`config.mk`:
```
export PLATFORM = sky130hd
export DESIGN_NAME = tdc_regs
export DESIGN_NICKNAME = d
export VERILOG_FILES = /design/src/core/tdc_regs.v /design/src/core/tdc_fuse_sync.v
export VERILOG_INCLUDE_DIRS = /design/src /design/src/core
export SDC_FILE = /design/constraint.sdc
export NUM_CORES = 1
export LEC_CHECK = 0
export ABC_AREA = 1
export BUFFER_PORTS_ARGS = -buffer_cell sky130_fd_sc_hd__buf_4
export CAP_MARGIN = 10
export CORE_ASPECT_RATIO = 1.4
export CORE_MARGIN = 2
export CORE_UTILIZATION = 51
export DETAILED_ROUTE_END_ITERATION = 10
export PLACE_DENSITY = 0.76
export SETUP_SLACK_MARGIN = 0.3
export SYNTH_ARGS = -nofsm -noshare
export SYNTH_HDL_FRONTEND = slang
export SYNTH_HIERARCHICAL = 1
export SYNTH_SLANG_ARGS = --single-unit
```
`constraint.sdc`:
```
create_clock -name pclk -period 1.6 [get_ports pclk]
set_input_delay 0.48 -clock pclk [delete_from_list [all_inputs] [get_ports pclk]]
set_output_delay 0.48 -clock pclk [all_outputs]
set_load 0.05 [all_outputs]
```
`src/core/tdc_map.vh`:
```
`ifndef TDC_MAP_VH
`define TDC_MAP_VH

// Register indices; byte address is four times the index
`define TDC_IDX_GAIN_A 10'h07A
`define TDC_IDX_GAIN_B 10'h07B
`define TDC_IDX_BANDGAP 10'h07C
`define TDC_IDX_TERM_A 10'h07E
`define TDC_IDX_TERM_B 10'h07F
`define TDC_IDX_DITHER 10'h09D
`define TDC_IDX_STATUS 10'h0A0
`define TDC_IDX_RELOAD 10'h0A1

// Field widths and positions
`define TDC_TRIM_W 8
`define TDC_BG_W 4
`define TDC_DITH_W 3
`define TDC_DITH_EN_BIT 0
`define TDC_DITH_SIZE_BIT 1
`define TDC_DITH_ERR_BIT 2
`define TDC_STAT_BUSY_BIT 0
`define TDC_STAT_MOD_LSB 8
`define TDC_RELOAD_BIT 0

// Values before the fuse word lands
`define TDC_RST_TRIM 8'h00
`define TDC_RST_BG 4'h0
`define TDC_RST_DITHER 3'h1

// Fuse word must hold still this long before it is taken
`define TDC_FUSE_SETTLE_NS 100
`define TDC_CLK_PERIOD_NS 10
`define TDC_FUSE_SETTLE_CYC ((`TDC_FUSE_SETTLE_NS + `TDC_CLK_PERIOD_NS - 1) / `TDC_CLK_PERIOD_NS)

`endif

```
`src/core/tdc_regs.v`:
```
// Overview of operation
// - Channel B gain trim, 8 bits at 0x7B, fuse default, read/write.
// - Band-gap trim in bits 3:0 at 0x7C, fuse default; bits 7:4 reserved.
// - Input A termination trim, 8 bits at 0x7E, fuse default, read/write.
// - Input B termination trim, 8 bits at 0x7F, fuse default, read/write.
// - Dither control at 0x9D, fields in bits 2:0, 7:3 reserved, fuse default.
// - Dither enable, bit 0, resets to one; set injects dither.
// - Dither size select, bit 1, resets zero; zero small, one large.
// - Rounding error select, bit 2, resets zero; zero noise, one offset/spurs.
`include "tdc_map.vh"

module tdc_regs #(
  parameter SETTLE = `TDC_FUSE_SETTLE_CYC
) (
  input wire pclk, // APB clock, 100 MHz
  input wire presetn, // Async reset, active low
  input wire psel, // APB select
  input wire penable, // APB access phase
  input wire pwrite, // APB direction, high writes
  input wire [11:0] paddr, // APB byte address
  input wire [31:0] pwdata, // APB write data
  input wire [3:0] pstrb, // APB byte strobes
  output reg [31:0] prdata, // APB read data
  output reg pready, // APB ready
  output reg pslverr, // APB error, unmapped address
  input wire [7:0] fuse_gain_a, // Fuse default, gain A
  input wire [7:0] fuse_gain_b, // Fuse default, gain B
  input wire [3:0] fuse_bandgap, // Fuse default, band-gap
  input wire [7:0] fuse_term_a, // Fuse default, termination A
  input wire [7:0] fuse_term_b, // Fuse default, termination B
  input wire [2:0] fuse_dither, // Fuse default, dither fields
  output reg [7:0] chan_a_gain_adjust, // Gain trim to analog_input_a
  output reg [7:0] chan_b_gain_adjust, // Gain trim to analog_input_b
  output reg [3:0] bandgap_adjust, // Band-gap reference trim
  output reg [7:0] input_a_termination_adjust, // Termination trim A
  output reg [7:0] input_b_termination_adjust, // Termination trim B
  output reg dither_enable, // Dither injection on
  output reg dither_size_select, // High selects large dither
  output reg rounding_error_select, // High sends error to offset/spurs
  output reg fuse_busy // Fuse word not yet applied
);

  // Register select codes
  localparam SEL_NONE = 3'd0;
  localparam SEL_GAIN_A = 3'd1;
  localparam SEL_GAIN_B = 3'd2;
  localparam SEL_BG = 3'd3;
  localparam SEL_TERM_A = 3'd4;
  localparam SEL_TERM_B = 3'd5;
  localparam SEL_DITH = 3'd6;
  localparam SEL_STAT = 3'd7;

  localparam FW = 2 * `TDC_TRIM_W + `TDC_BG_W + 2 * `TDC_TRIM_W + `TDC_DITH_W;
  localparam [2:0] RST_DITH = `TDC_RST_DITHER;

  wire [FW-1:0] fuse_bus;
  wire [FW-1:0] fuse_word;
  wire load_pulse;
  wire loader_busy;
  reg reload_q;
  reg [5:0] modified_q;
  reg [5:0] modified_d;
  reg [2:0] sel;
  reg reload_hit;
  wire setup_ok;
  wire commit;
  wire wr_commit;
  wire lane0;

  // Map a word address to a select code; misaligned never matches
  function [2:0] tdc_decode;
    input [11:0] addr;
    begin
      tdc_decode = SEL_NONE;
      if (addr[1:0] == 2'b00) begin
        case (addr[11:2])
          `TDC_IDX_GAIN_A: tdc_decode = SEL_GAIN_A;
          `TDC_IDX_GAIN_B: tdc_decode = SEL_GAIN_B;
          `TDC_IDX_BANDGAP: tdc_decode = SEL_BG;
          `TDC_IDX_TERM_A: tdc_decode = SEL_TERM_A;
          `TDC_IDX_TERM_B: tdc_decode = SEL_TERM_B;
          `TDC_IDX_DITHER: tdc_decode = SEL_DITH;
          `TDC_IDX_STATUS: tdc_decode = SEL_STAT;
          default: tdc_decode = SEL_NONE;
        endcase
      end
    end
  endfunction

  // Reload control is write-only and reads as zero
  function tdc_is_reload;
    input [11:0] addr;
    begin
      tdc_is_reload = (addr[1:0] == 2'b00) && (addr[11:2] == `TDC_IDX_RELOAD);
    end
  endfunction

  // Fuse inputs travel as one word through the settling loader
  assign fuse_bus = {fuse_gain_a, fuse_gain_b, fuse_bandgap,
                     fuse_term_a, fuse_term_b, fuse_dither};

  tdc_fuse_sync #(
    .W(FW),
    .SETTLE(SETTLE)
  ) u_fuse (
    .pclk(pclk),
    .presetn(presetn),
    .fuse_in(fuse_bus),
    .reload(reload_q),
    .fuse_word(fuse_word),
    .load_pulse(load_pulse),
    .busy(loader_busy)
  );

  // Decode once for the current request
  always @* begin
    sel = tdc_decode(paddr);
    reload_hit = tdc_is_reload(paddr);
  end

  // Answer held off while the fuse word is pending or landing, so reads see loaded fields
  assign setup_ok = psel && penable && !pready && !loader_busy && !load_pulse && !reload_q;
  assign commit = psel && penable && pready;
  assign wr_commit = commit && pwrite && !pslverr;
  assign lane0 = pstrb[0];

  // APB answer: one wait state, read data captured with ready
  always @(posedge pclk or negedge presetn) begin
    if (!presetn) begin
      pready <= 1'b0;
      pslverr <= 1'b0;
      prdata <= 32'h0000_0000;
    end else begin
      pready <= setup_ok;
      if (setup_ok) begin
        pslverr <= (sel == SEL_NONE) && !reload_hit;
        prdata <= 32'h0000_0000;
        if (!pwrite) begin
          case (sel)
            SEL_GAIN_A: prdata[7:0] <= chan_a_gain_adjust;
            SEL_GAIN_B: prdata[7:0] <= chan_b_gain_adjust;
            SEL_BG: prdata[3:0] <= bandgap_adjust;
            SEL_TERM_A: prdata[7:0] <= input_a_termination_adjust;
            SEL_TERM_B: prdata[7:0] <= input_b_termination_adjust;
            SEL_DITH: prdata[2:0] <= {rounding_error_select,
                                      dither_size_select,
                                      dither_enable};
            SEL_STAT: begin
              prdata[`TDC_STAT_BUSY_BIT] <= loader_busy;
              prdata[`TDC_STAT_MOD_LSB + 5:`TDC_STAT_MOD_LSB] <= modified_q;
            end
            default: prdata <= 32'h0000_0000;
          endcase
        end
      end else begin
        pslverr <= 1'b0; // Falls with pready
      end
    end
  end

  // Reload request is a single-cycle pulse to the loader
  always @(posedge pclk or negedge presetn) begin
    if (!presetn) begin
      reload_q <= 1'b0;
    end else begin
      reload_q <= wr_commit && lane0 && reload_hit && pwdata[`TDC_RELOAD_BIT];
    end
  end

  // Gain trims: fuse load first, a committed write overrides the same cycle
  always @(posedge pclk or negedge presetn) begin
    if (!presetn) begin
      chan_a_gain_adjust <= `TDC_RST_TRIM;
      chan_b_gain_adjust <= `TDC_RST_TRIM;
    end else begin
      if (load_pulse) begin
        chan_a_gain_adjust <= fuse_word[38:31];
        chan_b_gain_adjust <= fuse_word[30:23];
      end
      if (wr_commit && lane0 && sel == SEL_GAIN_A) begin
        chan_a_gain_adjust <= pwdata[7:0];
      end
      if (wr_commit && lane0 && sel == SEL_GAIN_B) begin
        chan_b_gain_adjust <= pwdata[7:0];
      end
    end
  end

  // Band-gap trim keeps only the low nibble; upper bits are dropped
  always @(posedge pclk or negedge presetn) begin
    if (!presetn) begin
      bandgap_adjust <= `TDC_RST_BG;
    end else begin
      if (load_pulse) begin
        bandgap_adjust <= fuse_word[22:19];
      end
      if (wr_commit && lane0 && sel == SEL_BG) begin
        bandgap_adjust <= pwdata[3:0];
      end
    end
  end

  // Termination trims for both inputs
  always @(posedge pclk or negedge presetn) begin
    if (!presetn) begin
      input_a_termination_adjust <= `TDC_RST_TRIM;
      input_b_termination_adjust <= `TDC_RST_TRIM;
    end else begin
      if (load_pulse) begin
        input_a_termination_adjust <= fuse_word[18:11];
        input_b_termination_adjust <= fuse_word[10:3];
      end
      if (wr_commit && lane0 && sel == SEL_TERM_A) begin
        input_a_termination_adjust <= pwdata[7:0];
      end
      if (wr_commit && lane0 && sel == SEL_TERM_B) begin
        input_b_termination_adjust <= pwdata[7:0];
      end
    end
  end

  // Dither fields: enable on, small size, error to noise until fuses land
  always @(posedge pclk or negedge presetn) begin
    if (!presetn) begin
      dither_enable <= RST_DITH[`TDC_DITH_EN_BIT];
      dither_size_select <= RST_DITH[`TDC_DITH_SIZE_BIT];
      rounding_error_select <= RST_DITH[`TDC_DITH_ERR_BIT];
    end else begin
      if (load_pulse) begin
        dither_enable <= fuse_word[`TDC_DITH_EN_BIT];
        dither_size_select <= fuse_word[`TDC_DITH_SIZE_BIT];
        rounding_error_select <= fuse_word[`TDC_DITH_ERR_BIT];
      end
      if (wr_commit && lane0 && sel == SEL_DITH) begin
        dither_enable <= pwdata[`TDC_DITH_EN_BIT];
        dither_size_select <= pwdata[`TDC_DITH_SIZE_BIT];
        rounding_error_select <= pwdata[`TDC_DITH_ERR_BIT];
      end
    end
  end

  // Fields written since last load, even with the fuse value; a write beats the load clear
  always @* begin
    modified_d = load_pulse ? 6'b00_0000 : modified_q;
    if (wr_commit && lane0) begin
      case (sel)
        SEL_GAIN_A: modified_d[0] = 1'b1;
        SEL_GAIN_B: modified_d[1] = 1'b1;
        SEL_BG: modified_d[2] = 1'b1;
        SEL_TERM_A: modified_d[3] = 1'b1;
        SEL_TERM_B: modified_d[4] = 1'b1;
        SEL_DITH: modified_d[5] = 1'b1;
        default: modified_d = modified_d;
      endcase
    end
  end

  // Status flags and a registered copy of loader activity
  always @(posedge pclk or negedge presetn) begin
    if (!presetn) begin
      modified_q <= 6'b00_0000;
      fuse_busy <= 1'b1;
    end else begin
      modified_q <= modified_d;
      fuse_busy <= loader_busy;
    end
  end

endmodule

```
`src/core/tdc_fuse_sync.v`:
```
`include "tdc_map.vh"

module tdc_fuse_sync #(
  parameter W = 39,
  parameter SETTLE = `TDC_FUSE_SETTLE_CYC
) (
  input wire pclk, // Bus clock
  input wire presetn, // Async reset, active low
  input wire [W-1:0] fuse_in, // Raw fuse storage outputs
  input wire reload, // One-cycle request to fetch again
  output reg [W-1:0] fuse_word, // Settled fuse word
  output reg load_pulse, // One cycle: fuse_word is fresh
  output reg busy // High until the word is taken
);

  reg [W-1:0] s1_q;
  reg [W-1:0] s2_q;
  reg [W-1:0] s3_q;
  reg [7:0] cnt_q;
  reg [1:0] fill_q;
  wire stable;

  // Three stages; only s2 and s3 are compared, s1 feeds s2 alone
  always @(posedge pclk or negedge presetn) begin
    if (!presetn) begin
      s1_q <= {W{1'b0}};
      s2_q <= {W{1'b0}};
      s3_q <= {W{1'b0}};
    end else begin
      s1_q <= fuse_in;
      s2_q <= s1_q;
      s3_q <= s2_q;
    end
  end

  // Stages leave reset equal; with a short settle count the zeros would be taken as the fuse word
  always @(posedge pclk or negedge presetn) begin
    if (!presetn) begin
      fill_q <= 2'h0;
    end else if (fill_q != 2'h3) begin
      fill_q <= fill_q + 2'h1;
    end
  end

  assign stable = (s2_q == s3_q) && (fill_q == 2'h3);

  // Wait for a quiet fuse bus, then take it once; reload starts over
  always @(posedge pclk or negedge presetn) begin
    if (!presetn) begin
      cnt_q <= 8'h00;
      busy <= 1'b1;
      load_pulse <= 1'b0;
      fuse_word <= {W{1'b0}};
    end else begin
      load_pulse <= 1'b0;
      if (reload) begin
        busy <= 1'b1;
        cnt_q <= 8'h00;
      end else if (busy) begin
        if (!stable) begin
          cnt_q <= 8'h00;
        end else if (cnt_q >= SETTLE[7:0] - 8'h01) begin
          fuse_word <= s3_q;
          load_pulse <= 1'b1;
          busy <= 1'b0;
          cnt_q <= 8'h00;
        end else begin
          cnt_q <= cnt_q + 8'h01;
        end
      end
    end
  end

endmodule

```
### Word-level counts from Yosys, hierarchy flattened

Cells that the tools add are included.
Widths: inputs -> output; s select.

* flip-flop bits (word level): 249
* logic and storage cells: 125
* bits of input ports: 92

* $add $sub $neg: 2
* eq/ne operators: 18
* order comparisons: 1
* bitwise operators: 1
* muxes and demuxes: 45
* reduce and logical (&&, ||, !) cells: 36

Operators with widths (count)
* $mux 8: 12
* $eq 10x7->1 const B: 5
* $eq 39x39->1: 1
* $eq 10x8->1 const B: 3
* $mux 1: 21
* $pmux 3 s7: 1
* $logic_and 1x1->1: 20
* $mux 6: 3
* $pmux 4 s4: 1
* $mux 14: 1
* $reduce_bool 2->1: 7
* $eq 3x3->1 const B: 4
* $pmux 2 s6: 1
* $add 8x1->8 const B: 1
* $ge 8x4->1 const B: 1
* $mux 4: 2
* $pmux 1 s7: 1
* $eq 3x2->1 const B: 2
* $logic_not 1->1: 6
* $pmux 1 s5: 1
* $reduce_and 4->1: 1
* $eq 3x1->1 const B: 1
* $logic_not 3->1: 1
* $mux 3: 1
* other kinds (5): 5

### Logic depth before layout (Yosys ltp)

* word-level depth: 7
* gate-level depth with buffers: 15
* gate-level depth less buffers: 15

### Hierarchy

The synthesis kept the hierarchy.

By module, submodules not included
* tdc_fuse_sync: cells an instance 554, area each 6004.5 um^2, instances 1, seq. area each 4205.3 um^2
* tdc_regs: cells an instance 466, area each 3753.6 um^2, instances 1, seq. area each 1579.0 um^2

### Worst setup path before layout

Ideal clock, no wire load.

* path kind: input to register
* start point: input port paddr[10]
* end point: register chan_a_gain_adjust[6]
* setup slack: -0.247 ns
* arrival: 1.718 ns
* cell stages on the path: 13
* cells stage by stage: inv_1 > nand2_1 > nor2_4 > nand3_1 > nand2_2 > inv_2 > nand2_4 > nand2_4 > nor2_8 > nand2_4 > buf_6 > nand3_2 > o211ai_2

* cells in the longest elaborated chain, start to end: 6

RTL lines
* from (decl): RTL line tdc_regs.v:20 `input wire [11:0] paddr,`
* $eq 10x8->1 or $eq 10x7->1 (tied branches): RTL line tdc_regs.v:76 `case (addr[11:2])`
* $pmux 3 s7 *: RTL line tdc_regs.v:76
* $mux 3 *: RTL line tdc_regs.v:75 `if (addr[1:0] == 2'b00) begin`
* $eq 3x1->1 *: RTL line tdc_regs.v:180 `if (wr_commit && lane0 && sel == SEL_GAIN_A) begin`
* $logic_and 1x1->1 *: RTL line tdc_regs.v:180
* $mux 8 or $reduce_bool 2->1 (tied branches)
* to (signal assigned): RTL line tdc_regs.v:173 `` chan_a_gain_adjust <= `TDC_RST_TRIM; ``
* to (signal assigned): RTL line tdc_regs.v:177 `chan_a_gain_adjust <= fuse_word[38:31];`
* to (signal assigned): RTL line tdc_regs.v:181 `chan_a_gain_adjust <= pwdata[7:0];`
* to (decl): RTL line tdc_regs.v:32 `output reg [7:0] chan_a_gain_adjust,`

Every way passes the cells marked *; elsewhere a longest branch is shown, timed or not.
A chain may end at the register's enable or synchronous reset.

### Final worst setup path

* start point: input port paddr[11]
* end point: register chan_b_gain_adjust[4]

* cells in the longest elaborated chain, start to end: 6

RTL lines
* $eq 10x8->1 or $eq 10x7->1 (tied branches): RTL line tdc_regs.v:76
* $pmux 3 s7 *: RTL line tdc_regs.v:76
* $mux 3 *: RTL line tdc_regs.v:75
* $eq 3x2->1 *: RTL line tdc_regs.v:183 `if (wr_commit && lane0 && sel == SEL_GAIN_B) begin`
* $logic_and 1x1->1 *: RTL line tdc_regs.v:183
* $mux 8 or $reduce_bool 2->1 (tied branches)
* to (signal assigned): RTL line tdc_regs.v:174 `` chan_b_gain_adjust <= `TDC_RST_TRIM; ``
* to (signal assigned): RTL line tdc_regs.v:178 `chan_b_gain_adjust <= fuse_word[30:23];`
* to (signal assigned): RTL line tdc_regs.v:184 `chan_b_gain_adjust <= pwdata[7:0];`
* to (decl): RTL line tdc_regs.v:33 `output reg [7:0] chan_b_gain_adjust,`

Marks and branches as above.

==> impl_metrics.tcl <==
set metrics [dict create \
    setup_violations 95 \
    syn_area_per_cell_um2 9.57 \
    post_synth_main_area_contributors "sky130_fd_sc_hd__dfrtp_1, sky130_fd_sc_hd__nand2_1, sky130_fd_sc_hd__nand3_1" \
    timing.clock.skew_ps 29.2 \
    syn-cell-area_um2 9760 \
    final_critical_path_setup_slack_ps -213 \
    clkPwrFrac_pct 42.5 \
    detail_route.iter0.violations 814 \
    max_stage_delay_ps 280 \
    internal_power_mw 9.32 \
    globalRouteTotalUtil_pct 26.1 \
    grt_remaining_overflow 0 \
    netlist.area_leader.share_pct 58.5 \
    synth.yosys.seq_area_share_pct 59.3 \
    worst_path_most_repeated_cell "sky130_fd_sc_hd__nor2_4" \
    sw_frac_of_total_pct 23.1 \
    min_period_ps 1810 \
    placeableCoreArea_um2 18700 \
    detail_route.drc_violations 0 \
    finalWirelength_mm 29.9 \
    hold_start "fuse_gain_a[5]" \
    hold_depth 1 \
    worstPathArrival_ps 2220 \
    synth_area_leader_cell "sky130_fd_sc_hd__dfrtp_1" \
    max_cap_viol_count 0 \
    clock_tree.buffer_depth 3 \
    irDropWorstVdd_v 0.00125 \
    fin_nets 1425 \
    place.detailed.instances 1441 \
    crit_fanout 6 \
    relSlewSlack_pct 60.8 \
    critPathSlowestCell "sky130_fd_sc_hd__o211ai_1" \
    fp.dieArea_um2 20300 \
    synthesized_flop_and_latch_total 231 \
    place.gp.congestion 0.904 \
    sequential_share_of_power_pct 50.3 \
    grt_first_pass_wirelength_mm 41.5 \
    maximum_number_of_pins_on_one_net_before_global_route_repair 42 \
    synthDistinctLibCells 36 \
    failing_checks "setup timing" \
    post_drt_via_cell_ratio 5.43 \
    min_path_type "in -> reg" \
    worstSkewPairLatency_ps 520 \
    switchingPower_mw 2.80 \
    clock_sinks 231 \
    final_cell_count_no_fill 1587 \
    clockRootBuffer "sky130_fd_sc_hd__clkbuf_16" \
    setup.reg_to_reg.worst_slack_ps -130 \
    timing.critical_path.from_type "primary input" \
    synthesis.yosys.warnings 6 \
    dr_total_vias 8614 \
    met2_track_utilization_from_global_routing_pct 46.8 \
    cp_cell_sequence "buf_12 > inv_12 > nand2_8 > nor2_4 > nand3_2 > nand2_4 > buf_6 > nor2_4 > nor2_4 > nand3_4 > buf_16 > o211ai_1" \
    grt_use_met1_pct 29.5 \
    chipHeight_um 168 \
    timing.critical_path.max_delay_family "simple AND/OR/NAND/NOR gates" \
    grt_util_met3_pct 2.83 \
    hpwl_mm 16.9 \
    report.final.slew_viol_count 0 \
    post_route_cells_drive_above_1_share_pct 44.0 \
    rsz0062_at_grt "yes" \
    grt_pass1_vias 8415 \
    regToRegEndpoint "input_a_termination_adjust[7]" \
    cp_data_required_time_ps 2000 \
    grt_antenna_before_repair 0 \
    nFillCells 1085 \
    max_freq_ghz 0.552 \
    comb_power_share_pct 7.3 \
    cts_tree "built" \
    synthCells 1020 \
    timing.hold.worst_endpoint "u_fuse/s1_q[36]" \
    htree_num_levels 1 \
    grt.busiest_layer "met2" \
    routedWlPerCell_um 18.8 \
    chipWidth_um 121 \
    category_of_the_most_critical_setup_path "in -> reg" \
    dr_pass1_iterations 7 \
    power.density_cell_area_nw_per_um2 823 \
    cts-buffers-inserted 21 \
    floorplan.rows 59 \
    setup.worst_path.end_class "register" \
    outcome "finished with violations" \
    r2r_start "pready" \
    total_power_mw 12.1 \
    clock_pin_slew_reported_for_the_worst_setup_and_hold_paths_after_clock_tree_synthesis_ps 80 \
    power.static_leakage_nw 7.32 \
    detail-route-antenna-nets 0 \
    start_util_pct 52.2 \
    timing.final.hold_violations 0 \
    actual_transition_at_the_worst_max_transition_pin_ps 588 \
    final_min_period_over_clock_period_pct 113 \
    numPortBuffers 120 \
    io-pin-count 166 \
    final_antenna_diode_count 0 \
    timing.reg2reg.worst_path_depth 9 \
    cp.buffers_inverters 4 \
    syn_to_final_growth_pct 50.9 \
]
[stage by stage]
step / instance area [µm²] / util, % / setup TNS, ps / setup slack (ps) / hold WS, ps
6_report: 14700 / 78.9 / -7460 / -213 / 69.8
3_3_place_gp: 11800 / 63.0 / -29450 / -451 / 331
4_1_cts: 13900 / 74.3 / -4000 / -125 / 60.6
5_1_grt: 14700 / 78.9 / -16210 / -253 / 57.8
3_5_place_dp: 11800 / 63.0 / -33200 / -516 / 335
2_1_floorplan: 10100 / - / -7570 / -206 / 184
[synthesized netlist by cell type (all sizes together)]
library cell,count
nand3b,1
xor2,1
nand4,45
buf,46
clkbuf,4
xnor2,11
dfrtp,228
o21ai,25
ha,4
nand3,107
a21oi,1
nand2,310
inv,113
o211ai,35
conb,1
and3,1
dfstp,3
nor3,3
nor4,1
clkinv,2
nor2,78
[kinds of logic after synthesis]
| family | after synthesis | synth area share (%) |
|---|---|---|
| xor gates and xnor gates | 12 | 1.08 |
| other | 1 | 0.0384 |
| and+or+nand+nor | 546 | 26.6 |
| DFF | 231 | 59.3 |
| adders and majority gates | 4 | 0.513 |
| buffers and inverters | 165 | 7.98 |
| AOI/OAI and AO/OA | 61 | 4.55 |
[worst max path at each step]
stage	from	endpoint	slack (ps)	depth (start not counted)
6_report	paddr[11]	chan_b_gain_adjust[4]	-210	12
3_5_place_dp	paddr[11]	bandgap_adjust[0]	-520	16
2_1_floorplan	paddr[11]	chan_b_gain_adjust[4]	-210	11
3_3_place_gp	paddr[8]	prdata[5]	-450	14
4_1_cts	u_fuse/s2_q[4]	u_fuse/cnt_q[0]	-120	13
5_1_grt	u_fuse/s2_q[4]	u_fuse/fuse_word[22]	-250	13
[per-layer routing]
layer | up-vias | routed length [µm]
met1 | 4112 | 10200
met4 | 0 | 2310
li1 | 3864 | -
met5 | - | 0
met2 | 462 | 15400
met3 | 176 | 2000
[registers in the layout, summed over array words and instances (netlist names), 2 cells and up]
name / flops
chan_b_gain_adjust: 8
u_fuse/fuse_word: 39
input_b_termination_adjust: 8
prdata: 14
u_fuse/fill_q: 2
u_fuse/cnt_q: 8
bandgap_adjust: 4
u_fuse/s2_q: 39
u_fuse/s3_q: 39
chan_a_gain_adjust: 8
u_fuse/s1_q: 39
modified_q: 6
input_a_termination_adjust: 8
[layout by cell type, fill, tap and decap left out, drive strengths merged]
cell and n:
buf 315, a21oi 1, o211ai 35, nand4 45, nor4 1, inv 112
o21ai 25, nand2 311, clkinvlp 4, dfstp 3, clkinv 5, nor2 78
bufinv 3, conb 18, nand3 107, dlygate4sd3 1, nor3 3, and3 1
xnor2 11, ha 4, xor2 1, clkbuf 30, dfrtp 228, nand3b 1
[layout make-up]
class                      count  area [µm²]  area share, %
clock buffer                  28         562           3.81
tap                          244         305           2.07
timing repair buffer         318        3180           21.6
sequential                   231        5790           39.3
clock inverter                 9         131          0.892
multi-input combinational    642        4250           28.9
inverter                     115         505           3.43
[power groups by stage]
| stage | combinational [mW] | sequential (mW) | clock, mW |
|---|---|---|---|
| after floorplan | 0.339 | 6.18 | 0 |
| after global placement | 0.748 | 6.19 | 0 |
| after detailed placement | 0.761 | 6.20 | 0 |
| after CTS | 0.837 | 6.09 | 5.19 |
| after global routing | 0.955 | 6.11 | 5.45 |
| final | 0.880 | 6.09 | 5.15 |
[timing repair]
action	in CTS	in global routing
hold buffers	1	0
pin swaps	78	66
resized for setup	209	120
buffers inserted	68	33
setup endpoints to repair	162	163
endpoints found under the hold margin	32	0
cloned	5	2
(Power assumes the default switching activity.)
